===== config.mk =====
export PLATFORM = sky130hd
export DESIGN_NAME = sf_cmd_front
export DESIGN_NICKNAME = d
export VERILOG_FILES = /design/src/rtl/sf_cmd_pkg.sv /design/src/rtl/sf_cmd_front.sv
export SDC_FILE = /design/constraint.sdc
export NUM_CORES = 1
export LEC_CHECK = 0
export BUFFER_PORTS_ARGS = -buffer_cell sky130_fd_sc_hd__buf_2
export CAP_MARGIN = 20
export CORE_MARGIN = 2
export CORE_UTILIZATION = 54
export DETAILED_ROUTE_END_ITERATION = 10
export MAX_ROUTING_LAYER = met4
export PLACE_DENSITY = 0.77
export SYNTH_ARGS = -nofsm -noshare
export SYNTH_HDL_FRONTEND = slang
export SYNTH_HIERARCHICAL = 1
export SYNTH_SLANG_ARGS = --single-unit
export TNS_END_PERCENT = 100

===== constraint.sdc =====
create_clock -name mclk_i -period 3.1 [get_ports mclk_i]
set_clock_uncertainty 0.2 [all_clocks]
set_input_delay 0.775 -clock mclk_i [delete_from_list [all_inputs] [get_ports mclk_i]]
set_output_delay 0.775 -clock mclk_i [all_outputs]
set_load 0.05 [all_outputs]

===== src/rtl/sf_cmd_pkg.sv =====
/*
 * Shared constants of the serial flash command front end: opcodes, phase
 * lengths, reset values and the frame phase type.
 * Assumes one 40 MHz system clock that oversamples the serial bus pins.
 */
package sf_cmd_pkg;
	// ------------------------------------------------------------
	// Opcodes
	// ------------------------------------------------------------
	localparam logic [7:0] OP_NONE = 8'h00;
	localparam logic [7:0] OP_READ = 8'h03;
	localparam logic [7:0] OP_FAST = 8'h0B;
	localparam logic [7:0] OP_DUAL_OUT = 8'h3B;
	localparam logic [7:0] OP_DUAL_IO = 8'hBB;
	localparam logic [7:0] OP_QUAD_IO = 8'hEB;
	localparam logic [7:0] OP_QUAD_ENTER = 8'h38;
	localparam logic [7:0] OP_QUAD_RELEASE = 8'hFF;
	localparam logic [7:0] OP_RESET_ARM = 8'h66;
	localparam logic [7:0] OP_RESET = 8'h99;
	localparam logic [7:0] OP_WL_SET = 8'h06;
	localparam logic [7:0] OP_WL_CLR = 8'h04;
	localparam logic [7:0] OP_STAT_WR = 8'h01;
	localparam logic [7:0] OP_PAGE_PROG = 8'h02;
	localparam logic [7:0] OP_QUAD_PROG = 8'h32;
	localparam logic [7:0] OP_SECT_ERASE = 8'h20;
	localparam logic [7:0] OP_HALF_ERASE = 8'h52;
	localparam logic [7:0] OP_BLOCK_ERASE = 8'hD8;
	localparam logic [7:0] OP_CHIP_ERASE = 8'hC7;
	localparam logic [7:0] OP_CHIP_ERASE_ALT = 8'h60;
	localparam logic [7:0] OP_ID_DEV = 8'hAB;
	localparam logic [7:0] OP_ID_MAKER_DEV = 8'h90;
	localparam logic [7:0] OP_ID_TYPE = 8'h9F;
	// ------------------------------------------------------------
	// Phase lengths, in bits or clocks, and the indicator nibble that keeps continuous mode
	// ------------------------------------------------------------
	localparam logic [5:0] BYTE_BITS = 6'd8;
	localparam logic [5:0] ADDR_BITS = 6'd24;
	localparam logic [5:0] DUMMY_FAST_SINGLE = 6'd8;
	localparam logic [5:0] DUMMY_FAST_QUAD = 6'd6;
	localparam logic [5:0] DUMMY_DUAL_OUT = 6'd8;
	localparam logic [5:0] DUMMY_DUAL_IO = 6'd4;
	localparam logic [5:0] DUMMY_QUAD_IO = 6'd6;
	localparam logic [5:0] INDICATOR_CLKS = 6'd2;
	localparam logic [3:0] ENH_KEEP_NIBBLE = 4'hA;
	// ------------------------------------------------------------
	// Values after reset
	// ------------------------------------------------------------
	localparam logic WEL_RESET = 1'b0;
	localparam logic QUAD_RESET = 1'b0;
	localparam logic [3:0] OE_N_IDLE = 4'hF;
	// Frame phase
	typedef enum logic [2:0] {PH_IDLE, PH_CMD, PH_ADDR, PH_DUMMY, PH_DATA, PH_SINK} phase_e;
endpackage


===== src/rtl/sf_cmd_front.sv =====
/*
 * Serial flash command front end: byte FIFO for read data and the command
 * interpreter that sits behind the chip select, clock and four data pins.
 * Assumes the bus pins are asynchronous to mclk_i and the serial clock is
 * at most a quarter of mclk_i; array reads and program/erase run outside.
 */

// ------------------------------------------------------------
// Read data FIFO
// ------------------------------------------------------------
module sf_byte_fifo #(
	parameter int W = 8,
	parameter int D = 4
) (
	// Clock and reset
	input wire logic clk_i,
	input wire logic srst_i,
	input wire logic flush_i,
	// Fill side
	input wire logic in_valid_i,
	output logic in_ready_o,
	input wire logic [W-1:0] in_data_i,
	// Drain side
	output logic out_valid_o,
	input wire logic out_ready_i,
	output logic [W-1:0] out_data_o
);
	localparam int AW = (D > 1) ? $clog2(D) : 1;
	if (D < 2 || (1 << AW) != D || W < 1) begin : g_chk
		$error("sf_byte_fifo: depth must be a power of two of at least 2");
	end
	typedef struct packed {
		logic [D-1:0][W-1:0] mem;
		logic [AW-1:0] wp;
		logic [AW-1:0] rp;
		logic [AW:0] cnt;
	} fifo_s;
	fifo_s s;
	fifo_s next_s;
	logic push;
	logic pop;

	// Honest flags straight from the fill count
	assign in_ready_o = (s.cnt != (AW+1)'(D));
	assign out_valid_o = (s.cnt != '0);
	assign out_data_o = s.mem[s.rp];
	assign push = in_valid_i && in_ready_o;
	assign pop = out_valid_o && out_ready_i;

	// Pointer and storage update; flush drops everything held
	always_comb begin
		next_s = s;
		if (push) begin
			next_s.mem[s.wp] = in_data_i;
			next_s.wp = s.wp + 1'b1;
		end
		if (pop) begin
			next_s.rp = s.rp + 1'b1;
		end
		next_s.cnt = s.cnt + (AW+1)'(push) - (AW+1)'(pop);
		if (flush_i) begin
			next_s.wp = '0;
			next_s.rp = '0;
			next_s.cnt = '0;
		end
	end

	always_ff @(posedge clk_i) begin
		if (srst_i) begin
			s <= '0;
		end else begin
			s <= next_s;
		end
	end
endmodule // sf_byte_fifo

// ------------------------------------------------------------
// Command interpreter
// ------------------------------------------------------------
module sf_cmd_front #(
	parameter logic [7:0] MAKER_CODE = 8'h5A, // Arbitrary identity value
	parameter logic [7:0] DEVICE_CODE = 8'h3C, // Arbitrary identity value
	parameter logic [15:0] TYPE_CODE = 16'h4D21, // Arbitrary identity value
	parameter int FIFO_DEPTH = 4
) (
	// Clock and reset
	input wire logic mclk_i,
	input wire logic srst_i,
	// Serial bus pins
	input wire logic cs_n_i,
	input wire logic sclk_i,
	input wire logic [3:0] dq_i,
	output logic [3:0] dq_o,
	output logic [3:0] dq_oe_n_o,
	// Array read request and data
	output logic [23:0] rd_addr_o,
	output logic rd_start_o,
	input wire logic [7:0] rd_data_i,
	input wire logic rd_valid_i,
	output logic rd_ready_o,
	// Embedded operation interface
	input wire logic busy_i,
	input wire logic op_done_i,
	input wire logic deep_pd_i,
	output logic wr_go_o,
	output logic [7:0] wr_op_o,
	output logic [23:0] wr_addr_o,
	output logic op_abort_o,
	output logic status_clr_o,
	output logic otp_exit_o,
	// Mode status
	output logic wel_o,
	output logic quad_mode_o,
	output logic enhance_o
);
	import sf_cmd_pkg::*;

	typedef struct packed {
		logic cs_m, cs_s, cs_d;
		logic sck_m, sck_s, sck_d;
		logic [3:0] dq_m, dq_s;
		phase_e ph;
		logic [7:0] op;
		logic [5:0] cnt, target;
		logic [2:0] lanes, out_lanes, nclk, bitmod;
		logic [23:0] addr;
		logic [7:0] sh_in, sh_out;
		logic [1:0] idx;
		logic cont, over, quad, enh, armed, write_enable_latch;
		logic [3:0] dq_out, oe_n;
		logic rd_start, wr_go, abort, clr, otp_exit;
		logic [7:0] wr_op;
	} front_s;
	front_s s;
	front_s next_s;

	logic fifo_valid;
	logic [7:0] fifo_data;
	logic pop;
	logic flush;
	logic rise, fall, cs_fall, cs_rise, exec_cmd;
	logic [7:0] in_byte;
	logic [7:0] out_byte;

	// Clocks a field of the given bits takes on the given number of lanes
	function automatic logic [5:0] clks(input logic [5:0] bits, input logic [2:0] ln);
		clks = (ln == 3'd4) ? (bits >> 2) : (ln == 3'd2) ? (bits >> 1) : bits;
	endfunction

	// Shift one clock of input in, most significant bit first
	function automatic logic [7:0] shin(input logic [7:0] v, input logic [3:0] d,
		input logic [2:0] ln);
		shin = (ln == 3'd4) ? {v[3:0], d} : (ln == 3'd2) ? {v[5:0], d[1:0]} : {v[6:0], d[0]};
	endfunction

	// Commands that must stand alone, one byte in their frame
	function automatic logic is_single(input logic [7:0] op);
		is_single = (op == OP_QUAD_ENTER) || (op == OP_QUAD_RELEASE) || (op == OP_RESET_ARM) ||
			(op == OP_RESET) || (op == OP_WL_SET) || (op == OP_WL_CLR);
	endfunction

	// Identification bytes, repeating while the host keeps clocking
	function automatic logic [7:0] id_byte(input logic [7:0] op, input logic [1:0] i,
		input logic a0);
		if (op == OP_ID_DEV) begin
			id_byte = DEVICE_CODE;
		end else if (op == OP_ID_MAKER_DEV) begin
			id_byte = (i[0] ^ a0) ? DEVICE_CODE : MAKER_CODE;
		end else begin
			id_byte = (i == 2'd0) ? MAKER_CODE : (i == 2'd1) ? TYPE_CODE[15:8] : TYPE_CODE[7:0];
		end
	endfunction

	if (FIFO_DEPTH < 2) begin : g_chk
		$error("sf_cmd_front: FIFO_DEPTH must be at least 2");
	end

	sf_byte_fifo #(.W(8), .D(FIFO_DEPTH)) u_fifo (
		.clk_i(mclk_i),
		.srst_i(srst_i),
		.flush_i(flush),
		.in_valid_i(rd_valid_i),
		.in_ready_o(rd_ready_o),
		.in_data_i(rd_data_i),
		.out_valid_o(fifo_valid),
		.out_ready_i(pop),
		.out_data_o(fifo_data)
	);

	// Edges seen only on the second and third flops of the select and clock synchronisers
	assign rise = s.sck_s && !s.sck_d && !s.cs_s;
	assign fall = !s.sck_s && s.sck_d && !s.cs_s;
	assign cs_fall = !s.cs_s && s.cs_d;
	assign cs_rise = s.cs_s && !s.cs_d;
	assign exec_cmd = cs_rise && (s.ph == PH_SINK) && (s.bitmod == 3'd0) && !s.over;
	assign in_byte = shin(s.sh_in, s.dq_s, s.lanes);
	assign flush = cs_fall;
	// Missing array data reads as zero rather than stalling the host clock
	assign out_byte = (s.op == OP_ID_DEV || s.op == OP_ID_MAKER_DEV || s.op == OP_ID_TYPE) ?
		id_byte(s.op, s.idx, s.addr[0]) : (fifo_valid ? fifo_data : 8'h00);
	assign pop = fall && (s.ph == PH_DATA) && (s.nclk == 3'd0) && fifo_valid &&
		!(s.op == OP_ID_DEV || s.op == OP_ID_MAKER_DEV || s.op == OP_ID_TYPE);

	// ------------------------------------------------------------
	// Frame sequencing and mode state
	// ------------------------------------------------------------
	always_comb begin
		next_s = s;
		next_s.cs_m = cs_n_i;
		next_s.cs_s = s.cs_m;
		next_s.cs_d = s.cs_s;
		next_s.sck_m = sclk_i;
		next_s.sck_s = s.sck_m;
		next_s.sck_d = s.sck_s;
		next_s.dq_m = dq_i;
		next_s.dq_s = s.dq_m;
		next_s.rd_start = 1'b0;
		next_s.wr_go = 1'b0;
		next_s.abort = 1'b0;
		next_s.clr = 1'b0;
		next_s.otp_exit = 1'b0;
		// Completion clears first so that a set in the same cycle wins
		if (op_done_i) begin
			next_s.write_enable_latch = 1'b0;
		end
		if (cs_fall) begin
			// Continuous mode skips the opcode and starts at the address
			next_s.cnt = '0;
			next_s.bitmod = '0;
			next_s.over = 1'b0;
			next_s.idx = '0;
			next_s.nclk = '0;
			next_s.cont = s.enh;
			next_s.lanes = (s.quad || s.enh) ? 3'd4 : 3'd1;
			next_s.op = s.enh ? OP_QUAD_IO : OP_NONE;
			next_s.ph = deep_pd_i ? PH_SINK : (s.enh ? PH_ADDR : PH_CMD);
		end else if (rise) begin
			next_s.cnt = s.cnt + 6'd1;
			next_s.bitmod = s.bitmod + s.lanes;
			next_s.sh_in = in_byte;
			// Address freezes after its phase so ID byte order and rd_addr_o stay put
			if (s.ph == PH_CMD || s.ph == PH_ADDR) begin
				next_s.addr = (s.lanes == 3'd4) ? {s.addr[19:0], s.dq_s} :
					(s.lanes == 3'd2) ? {s.addr[21:0], s.dq_s[1:0]} : {s.addr[22:0], s.dq_s[0]};
			end
			unique case (s.ph)
				PH_CMD: begin
					if (s.cnt + 6'd1 == clks(BYTE_BITS, s.lanes)) begin
						next_s.op = in_byte;
						next_s.cnt = '0;
						next_s.ph = PH_SINK;
						if (in_byte != OP_RESET_ARM && in_byte != OP_RESET) begin
							next_s.armed = 1'b0;
						end
						unique case (in_byte)
							OP_READ, OP_DUAL_OUT: begin
								next_s.ph = (s.quad || busy_i) ? PH_SINK : PH_ADDR;
								next_s.target = (in_byte == OP_READ) ? 6'd0 : DUMMY_DUAL_OUT;
								next_s.out_lanes = (in_byte == OP_READ) ? 3'd1 : 3'd2;
							end
							OP_DUAL_IO: begin
								next_s.ph = (s.quad || busy_i) ? PH_SINK : PH_ADDR;
								next_s.lanes = 3'd2;
								next_s.target = DUMMY_DUAL_IO;
								next_s.out_lanes = 3'd2;
							end
							OP_FAST: begin
								next_s.ph = busy_i ? PH_SINK : PH_ADDR;
								next_s.target = s.quad ? DUMMY_FAST_QUAD : DUMMY_FAST_SINGLE;
								next_s.out_lanes = s.quad ? 3'd4 : 3'd1;
							end
							OP_QUAD_IO: begin
								next_s.ph = busy_i ? PH_SINK : PH_ADDR;
								next_s.lanes = 3'd4;
								next_s.target = DUMMY_QUAD_IO;
								next_s.out_lanes = 3'd4;
							end
							OP_ID_DEV, OP_ID_MAKER_DEV: begin
								next_s.ph = PH_ADDR;
								next_s.target = 6'd0;
								next_s.out_lanes = s.lanes;
							end
							OP_ID_TYPE: begin
								next_s.ph = PH_DATA;
								next_s.out_lanes = s.lanes;
							end
							OP_QUAD_PROG: begin
								next_s.ph = s.quad ? PH_SINK : PH_ADDR;
								next_s.op = s.quad ? OP_NONE : in_byte;
							end
							OP_PAGE_PROG, OP_SECT_ERASE, OP_HALF_ERASE, OP_BLOCK_ERASE: begin
								next_s.ph = PH_ADDR;
							end
							default: begin
								next_s.ph = PH_SINK;
							end
						endcase
					end
				end
				PH_ADDR: begin
					if (s.cont && s.cnt + 6'd1 == clks(BYTE_BITS, s.lanes) &&
						(in_byte == OP_QUAD_RELEASE || in_byte == OP_RESET_ARM ||
						in_byte == OP_RESET)) begin
						// Continuous read left by FFh or a quad reset opcode
						next_s.enh = 1'b0;
						next_s.cont = 1'b0;
						next_s.op = (in_byte == OP_QUAD_RELEASE) ? OP_NONE : in_byte;
						next_s.ph = PH_SINK;
					end else if (s.cnt + 6'd1 == clks(ADDR_BITS, s.lanes)) begin
						next_s.cnt = '0;
						if (s.cont) begin
							next_s.armed = 1'b0;
						end
						if (s.op == OP_PAGE_PROG || s.op == OP_QUAD_PROG || s.op == OP_SECT_ERASE ||
							s.op == OP_HALF_ERASE || s.op == OP_BLOCK_ERASE) begin
							next_s.ph = PH_SINK;
						end else begin
							next_s.rd_start = !(s.op == OP_ID_DEV || s.op == OP_ID_MAKER_DEV);
							next_s.ph = (s.target == 6'd0) ? PH_DATA : PH_DUMMY;
						end
					end
				end
				PH_DUMMY: begin
					if (s.op == OP_QUAD_IO && s.cnt + 6'd1 == INDICATOR_CLKS) begin
						next_s.enh = (in_byte[7:4] == ENH_KEEP_NIBBLE);
					end
					if (s.cnt + 6'd1 == s.target) begin
						next_s.ph = PH_DATA;
					end
				end
				PH_SINK: begin
					if (is_single(s.op)) begin
						next_s.over = 1'b1;
					end
				end
				default: begin
				end
			endcase
		end
		// Drive on the falling edge so the host samples stable data
		if (fall && s.ph == PH_DATA) begin
			next_s.oe_n = (s.out_lanes == 3'd4) ? 4'h0 : (s.out_lanes == 3'd2) ? 4'hC : 4'hD;
			if (s.nclk == 3'd0) begin
				next_s.dq_out = (s.out_lanes == 3'd4) ? out_byte[7:4] :
					(s.out_lanes == 3'd2) ? {2'b00, out_byte[7:6]} : {2'b00, out_byte[7], 1'b0};
				next_s.sh_out = shin(out_byte, 4'h0, s.out_lanes);
				next_s.idx = (s.op == OP_ID_TYPE && s.idx == 2'd2) ? 2'd0 : s.idx + 2'd1;
			end else begin
				next_s.dq_out = (s.out_lanes == 3'd4) ? s.sh_out[7:4] :
					(s.out_lanes == 3'd2) ? {2'b00, s.sh_out[7:6]} : {2'b00, s.sh_out[7], 1'b0};
				next_s.sh_out = shin(s.sh_out, 4'h0, s.out_lanes);
			end
			next_s.nclk = (s.nclk + 3'd1 == 3'(clks(BYTE_BITS, s.out_lanes))) ? 3'd0 :
				s.nclk + 3'd1;
		end
		// Deselect ends the stream and executes standalone commands
		if (cs_rise) begin
			next_s.ph = PH_IDLE;
			next_s.oe_n = OE_N_IDLE;
			next_s.dq_out = '0;
			next_s.cont = 1'b0;
			if (exec_cmd) begin
				unique case (s.op)
					OP_QUAD_ENTER: next_s.quad = 1'b1;
					OP_QUAD_RELEASE: next_s.quad = 1'b0;
					OP_RESET_ARM: next_s.armed = 1'b1;
					OP_WL_SET: next_s.write_enable_latch = 1'b1;
					OP_WL_CLR: begin
						next_s.write_enable_latch = 1'b0;
						next_s.otp_exit = 1'b1;
					end
					OP_RESET: begin
						next_s.armed = 1'b0;
						if (s.armed) begin
							next_s.quad = QUAD_RESET;
							next_s.enh = 1'b0;
							next_s.write_enable_latch = WEL_RESET;
							next_s.clr = 1'b1;
							next_s.abort = busy_i;
						end
					end
					OP_STAT_WR, OP_PAGE_PROG, OP_QUAD_PROG, OP_SECT_ERASE, OP_HALF_ERASE,
					OP_BLOCK_ERASE, OP_CHIP_ERASE, OP_CHIP_ERASE_ALT: begin
						next_s.wr_go = s.write_enable_latch && !busy_i;
						next_s.wr_op = s.op;
					end
					default: begin
					end
				endcase
			end
		end
	end

	always_ff @(posedge mclk_i) begin
		if (srst_i) begin
			s <= '0;
			s.cs_m <= 1'b1;
			s.cs_s <= 1'b1;
			s.cs_d <= 1'b1;
			s.ph <= PH_IDLE;
			s.oe_n <= OE_N_IDLE;
			s.write_enable_latch <= WEL_RESET;
			s.quad <= QUAD_RESET;
		end else begin
			s <= next_s;
		end
	end

	// Outputs straight from the state register
	assign dq_o = s.dq_out;
	assign dq_oe_n_o = s.oe_n;
	assign rd_addr_o = s.addr;
	assign rd_start_o = s.rd_start;
	assign wr_go_o = s.wr_go;
	assign wr_op_o = s.wr_op;
	assign wr_addr_o = s.addr;
	assign op_abort_o = s.abort;
	assign status_clr_o = s.clr;
	assign otp_exit_o = s.otp_exit;
	assign wel_o = s.write_enable_latch;
	assign quad_mode_o = s.quad;
	assign enhance_o = s.enh;
endmodule // sf_cmd_front


==> metrics.txt, run 1 <==
CP top delay family simple AND/OR/NAND/NOR gates; IO Count 93; worst min path class reg2reg; TritonRoute pass-1 iters 6; initial antenna violation count 0; Comb pwr share 10.4%; Final Hold Fails 0; Max transition margin 54.6%; routed via count 8584; ant diodes 0; Sw Pwr 0.00125 W; DRT antenna net count 0; Bufs on Longest Clock Path 2; Row Count 47; Max stage delay on crit path 0.55 ns; Design Area, Final 0.0107 sq mm; CP most frequent cell ha_4; Mapped Cells 1111; core area 0.0166 sq mm; number of buffers created by CTS 17; Tmin final 3.09 ns; worst-margin pin slew 0.675 ns; first-pass GRT wire length 39.3 mm; pwr/cell area 427 mW/mm^2; yosys warns 6; CTS Hold Bufs 0; Die Span X 135 microns; pin count of the biggest net entering global routing 47; DR WL/cell 17.4 microns; Util after Layout 64.5%; Max Clk Rate 323 MHz; CP Max Fanout 2; CP Launch Type flip-flop; share of layout cells above drive strength 1 24.5%; ys flop type dfxtp_1; Crit. End Element flip-flop; CTS H-tree depth 4; Vias/cell 6.09; required time worst endpoint 3.26 ns; root buffer cell clkbuf_16; clock network fraction of total power 45.5%; vias in the first global route 7850; Initial Util 55.5%; syn nets 1144; commonest non-fill, non-tap cell in the layout dfxtp_1; Setup Viol. Count Final 0; Synth-to-Final Area Change 16.1%; Final GP Congestion 0.985; RSZ-0062 raised after global routing yes; Die ar. 0.0182 sq mm; Final Slew Violations 0; DR DRC count 0; post-synthesis sequential area ratio 32.7%; Clock transition at path regs 0.07 ns; total power 0.00458 W; period utilization 99.7%; fin worst setup slack 0.00777 ns; clk sinks 151; Worst Path Arrival 3.25 ns; CP Class reg2reg; worst-skew pair later-pin latency 0.43 ns; Power Internal 0.00333 W; synthesized area per cell 8.32 sq um; dpl ws -0.149 ns; Critical Path Slowest Stage Cell or4_4; register bit total from synthesis 151; Peak VDD IR 398 uV; Nets 1210; Flop pwr share 44.1%; placed inst area 0.00990 sq mm; final wirelength 24.5 mm; crit path cell chain or4_4, nor4_4, nor4b_2, and2_1, o31a_2, ha_4, inv_2, ha_4, fa_2, xnor2_2, xnor2_1, nor3_1; status complete, no violations; Yosys cell types 91; grt total ovfl 0; TritonCTS clock tree done; Leakage 4.26 nW; post-DP HPWL 17.1 mm; ys async rst share 0%; port bufs 92; commonest cells after routing, fill and taps aside dfxtp_1 (148), nand2_1 (124), buf_2 (91), buf_4 (91), nor2_1 (81); Max Cap Viol 0; DR iter-0 viols 812; buffer and inverter count on the worst path 1; setup tns final 0 ns; Total GRT Usage 27.4%; post-synthesis cell area 0.00924 sq mm; Switching Fraction 27.3%; Post-synth EDFFs 0; Die H 135 microns
[routing by layer]
metal,track usage [%],routed length (microns),up-vias
li1,-,-,4068
met1,36.0,10800,4088
met2,43.8,11600,379
met3,4.62,1620,49
met5,-,0,-
met4,7.49,450,0
[Yosys cell counts, types with 4 or more instances]
cell	n	area, sq um
a211oi_1	11	82.6
a21boi_0	7	52.6
a21o_1	5	37.5
a21oi_1	73	365
a21oi_2	4	35.0
a221oi_1	10	87.6
a22oi_1	9	67.6
a31oi_1	6	37.5
and2_1	8	50.1
and3_1	6	37.5
buf_1	6	22.5
buf_2	9	45.0
buf_4	65	488
buf_6	4	45.0
clkbuf_1	56	210
dfxtp_1	151	3020
ha_1	11	138
inv_1	26	97.6
mux2i_1	72	721
mux4_2	9	203
nand2_1	124	465
nand2b_1	52	325
nand3_1	21	105
nand3b_1	19	143
nand4_1	12	75.1
nor2_1	81	304
nor2b_1	20	125
nor3_1	20	100
nor3b_1	5	37.5
nor4_1	18	113
o2111ai_1	4	35.0
o211ai_1	30	225
o21ai_0	23	115
o21ai_1	5	25.0
o22ai_1	8	50.1
o311ai_0	4	35.0
o31ai_1	8	60.1
or2_2	7	43.8
or3_1	5	31.3
xnor2_1	13	114
xor2_1	7	61.3
[worst register-to-register path: cells and delay by family (launching register included)]
kind / cells / cell delay [ns]
compound gates: 1 / 0.14
flops: 1 / 0.32
xor+xnor: 2 / 0.29
fa+ha+maj: 3 / 0.75
buf+inv: 1 / 0.03
simple gates: 5 / 1.26
[kinds of logic (layout without fill, tap and decap cells)]
family                     count (synthesis)  after routing  share of synthesized area [%]
and+or+nand+nor                          425            425                           24.0
xor gates and xnor gates                  21             22                           2.19
adders and majority gates                 13             13                           1.92
DFF                                      151            151                           32.7
buffers and inverters                    167            245                           9.87
muxes                                     82             82                           10.1
AOI/OAI and AO/OA                        252            252                           19.2
[registers in the layout, indices dropped and copies added, names as in the netlist]
name and count:
op_abort_o 1, dq_oe_n_o 3, wr_go_o 1, rd_start_o 1, dq_o 4, wr_op_o 8, rd_addr_o 24, quad_mode_o 1
next_s 8, wel_o 1, s 57, status_clr_o 1, otp_exit_o 1, u_fifo/s 39, enhance_o 1
[final cells by class]
class / instances / area (sq um)
Fill cell: 1384 / 5910
Multi-Input combinational cell: 794 / 5530
Sequential cell: 151 / 3030
Timing Repair Buffer: 186 / 1210
Clock buffer: 17 / 425
Tap cell: 220 / 275
Clock inverter: 15 / 156
Inverter: 27 / 101
[through the flow]
| step | cells | hold slack, ns |
|---|---|---|
| 3_5_place_dp | 1370 | 0.204 |
| 3_3_place_gp | 1370 | 0.205 |
| 2_1_floorplan | 1111 | 0.189 |
| 5_1_grt | 1410 | 0.238 |
| 4_1_cts | 1406 | 0.220 |
| 6_report | 1410 | 0.220 |
[worst paths after layout]
check	start	to	slack, ns	cells after the start
worst max-delay path	s[95]$_SDFFE_PP0P_	u_fifo/s[2]$_SDFF_PP0_	0.008	12
worst min register to register	next_s[116]$_SDFF_PP1_	next_s[115]$_SDFF_PP1_	0.22	1
worst max register to register	s[95]$_SDFFE_PP0P_	u_fifo/s[2]$_SDFF_PP0_	0.008	12
worst min-delay path	next_s[116]$_SDFF_PP1_	next_s[115]$_SDFF_PP1_	0.22	1
[power groups by stage]
stage	Sequential (W)	Clock (W)	Combinational, W
final	0.00202	0.00208	0.000474
after detailed placement	0.00206	0	0.000432
after global placement	0.00206	0	0.000426
after CTS	0.00202	0.00210	0.000450
after global routing	0.00202	0.00218	0.000515
after floorplan	0.00205	0	0.000305
[timing repair]
| action | 4_1_cts | 5_1_grt |
|---|---|---|
| buffers inserted | 3 | 4 |
| gates cloned | 1 | 0 |
| resized for setup | 8 | 30 |
| setup endpoints to repair | 13 | 17 |
| pin swaps | 9 | 15 |
Note: power is estimated with default switching activity, not from simulation.
==> run 2, diff against run 1 <==
Settings changed: CORE_UTILIZATION 54 to 55, HOLD_SLACK_MARGIN set to 0.02, PLACE_DENSITY 0.77 to 0.75, REMOVE_ABC_BUFFERS set to 1.
Clock period 3.1 ns to 3.75 ns, I/O delays scaled along.
==> metrics.txt, run 2 (synthesis results as in run 1) <==
status complete, no violations; met1 usage 34.5% (-1.5 points); Util after Layout 60.8% (-3.7 points); commonest non-fill, non-tap cell in the layout dfxtp_1; Crit. Startpoint s[98]$_SDFFE_PP0P_; worst-skew pair later-pin latency 0.43 ns (about the same); register name with the most flops s; Die ar. 0.0179 sq mm (-1.8%); post-DP HPWL 16.1 mm (-6.0%); Vias/cell 5.94 (-2.4%); Final GP Congestion 0.957 (-2.9%); CP Max Fanout 5 (+3); Setup Buffers After CTS 0 (-3); Setup Viol. Count Final 0 (unchanged); worst hold endpoint next_s[115]$_SDFF_PP1_; Max Clk Rate 292 MHz (-9.6%); core area 0.0165 sq mm (-0.71%); Final Hold Fails 0 (unchanged); Tmin final 3.42 ns (+0.328 ns); FF-to-FF End u_fifo/s[2]$_SDFF_PP0_; Max stage delay on crit path 0.61 ns (+0.06 ns); pwr/cell area 364 mW/mm^2 (-15%); CP Launch Type flip-flop; max FFs per register 57 (unchanged); critical path depth 12 (unchanged); buffer and inverter count on the worst path 1 (unchanged); Hold Path Depth 1 (unchanged); required time worst endpoint 3.87 ns (+0.61 ns); crit path cell chain or4_1, nor4_2, nor4b_1, and2_1, o31a_2, ha_1, inv_1, ha_1, fa_1, xnor2_1, xnor2_1, nor3_1; first-pass GRT wire length 37.2 mm (-5.4%); Worst Path Arrival 3.54 ns (+0.29 ns); reg2reg setup slack 0.33 ns (+0.32 ns); share of layout cells above drive strength 1 18.4% (-6.0 points); Initial Util 55.9% (+0.40 points); worst min path class reg2reg; Fillers 1443 (+4.3%); Max transition margin 43.3% (-11 points); Clock transition at path regs 0.07 ns (about the same); Die H 134 microns (-0.89%); Final Slew Violations 0 (unchanged); vias in the first global route 7455 (-5.0%); final wirelength 22.6 mm (-7.7%); IO Count 93 (unchanged); total power 0.00366 W (-20%); GR peak layer met2; M3 GR Usage 4.11% (-0.51 points); setup tns final 0 ns (unchanged); commonest cells after routing, fill and taps aside dfxtp_1 (149), nand2_1 (124), buf_2 (91), nor2_1 (81), a21oi_1 (73); footprint of the multi-input gates 0.00533 sq mm (-3.7%); root buffer cell clkbuf_16; Total GRT Usage 26.2% (-1.2 points); ant diodes 0 (unchanged); pin count of the biggest net entering global routing 63 (+34%); RSZ-0062 raised after global routing no; CTS H-tree depth 4 (unchanged); M2 GR Usage 40.7% (-3.1 points); DR iter-0 viols 526 (-35%); TritonRoute pass-1 iters 5 (-1); hold path start next_s[116]$_SDFF_PP1_; DR DRC count 0 (unchanged); Register Area 0.00303 sq mm (about the same); clk sinks 151 (unchanged); grt total ovfl 0 (unchanged); DRT antenna net count 0 (unchanged); Die Span X 134 microns (-0.89%); Crit. End Element flip-flop; worst-margin pin slew 0.840 ns (+0.165 ns); period utilization 91.2% (-8.5 points); Bufs on Longest Clock Path 2 (unchanged); routed via count 8017 (-6.6%); Synth-to-Final Area Change 8.66%; Leakage 3.88 nW (-8.9%); initial antenna violation count 0 (unchanged); number of buffers created by CTS 17 (unchanged); TritonCTS clock tree done; port bufs 92 (unchanged); Peak VDD IR 307 uV (-23%); Nets 1149 (-5.0%); DR WL/cell 16.7 microns (-3.6%); CP Class reg2reg; Max Cap Viol 0 (unchanged); Critical Path Slowest Stage Cell or4_1; Row Count 47 (unchanged); dpl ws 0.172 ns (+0.321 ns); Reg2Reg Depth 12 (unchanged); fin worst setup slack 0.330 ns (+0.322 ns); reg2reg start s[98]$_SDFFE_PP0P_; CP top delay family simple AND/OR/NAND/NOR gates
## run 2: power breakdown
part	internal [W]	switching, W	leakage [nW]
logic	0.000126	0.000188	2.38
clock network	0.000888	0.000779	0.276
registers	0.00164	0.0000380	1.22
## run 2: area by class of cell
| cell class | count | share of cell area [%] |
|---|---|---|
| repair buffers | 126 | 7.28 |
| clock inverters | 15 | 1.54 |
| inverters | 27 | 1.01 |
| flip-flops and latches | 151 | 30.1 |
| multi-input cells | 793 | 53.1 |
| clock buffers | 17 | 4.24 |
| well taps | 220 | 2.74 |
## run 2: metrics by stage
stage               instance area, sq um  hold slack, ns  cells
finish                             10000           0.224   1349
global route                       10000           0.238   1349
detailed placement                  9450           0.218   1317
CTS                                10000           0.231   1349
floorplan                           8430           0.189    971
global placement                    9450           0.211   1317
## run 2: worst max path at each step
stage | end | slack, ns
2_1_floorplan | s[103]$_SDFFE_PP0P_ | -0.21
3_3_place_gp | u_fifo/s[2]$_SDFF_PP0_ | 0.26
3_5_place_dp | s[100]$_SDFFE_PP0P_ | 0.17
4_1_cts | s[100]$_SDFFE_PP0P_ | 0.15
5_1_grt | u_fifo/s[2]$_SDFF_PP0_ | 0.07
6_report | u_fifo/s[2]$_SDFF_PP0_ | 0.33
## run 2: what timing repair did
action | in CTS | in global routing
hold buffers | 0 | 0
hold endpoints to repair | 0 | 0
setup endpoints to repair | 0 | 9
gates resized for setup | 0 | 3
## run 2: routing by layer
metal  part of all wire (%)  wire length [microns]
met3                    5.3                   1210
met1                     46                  10400
met5                      0                      0
met2                     46                  10300
met4                    2.6                    588
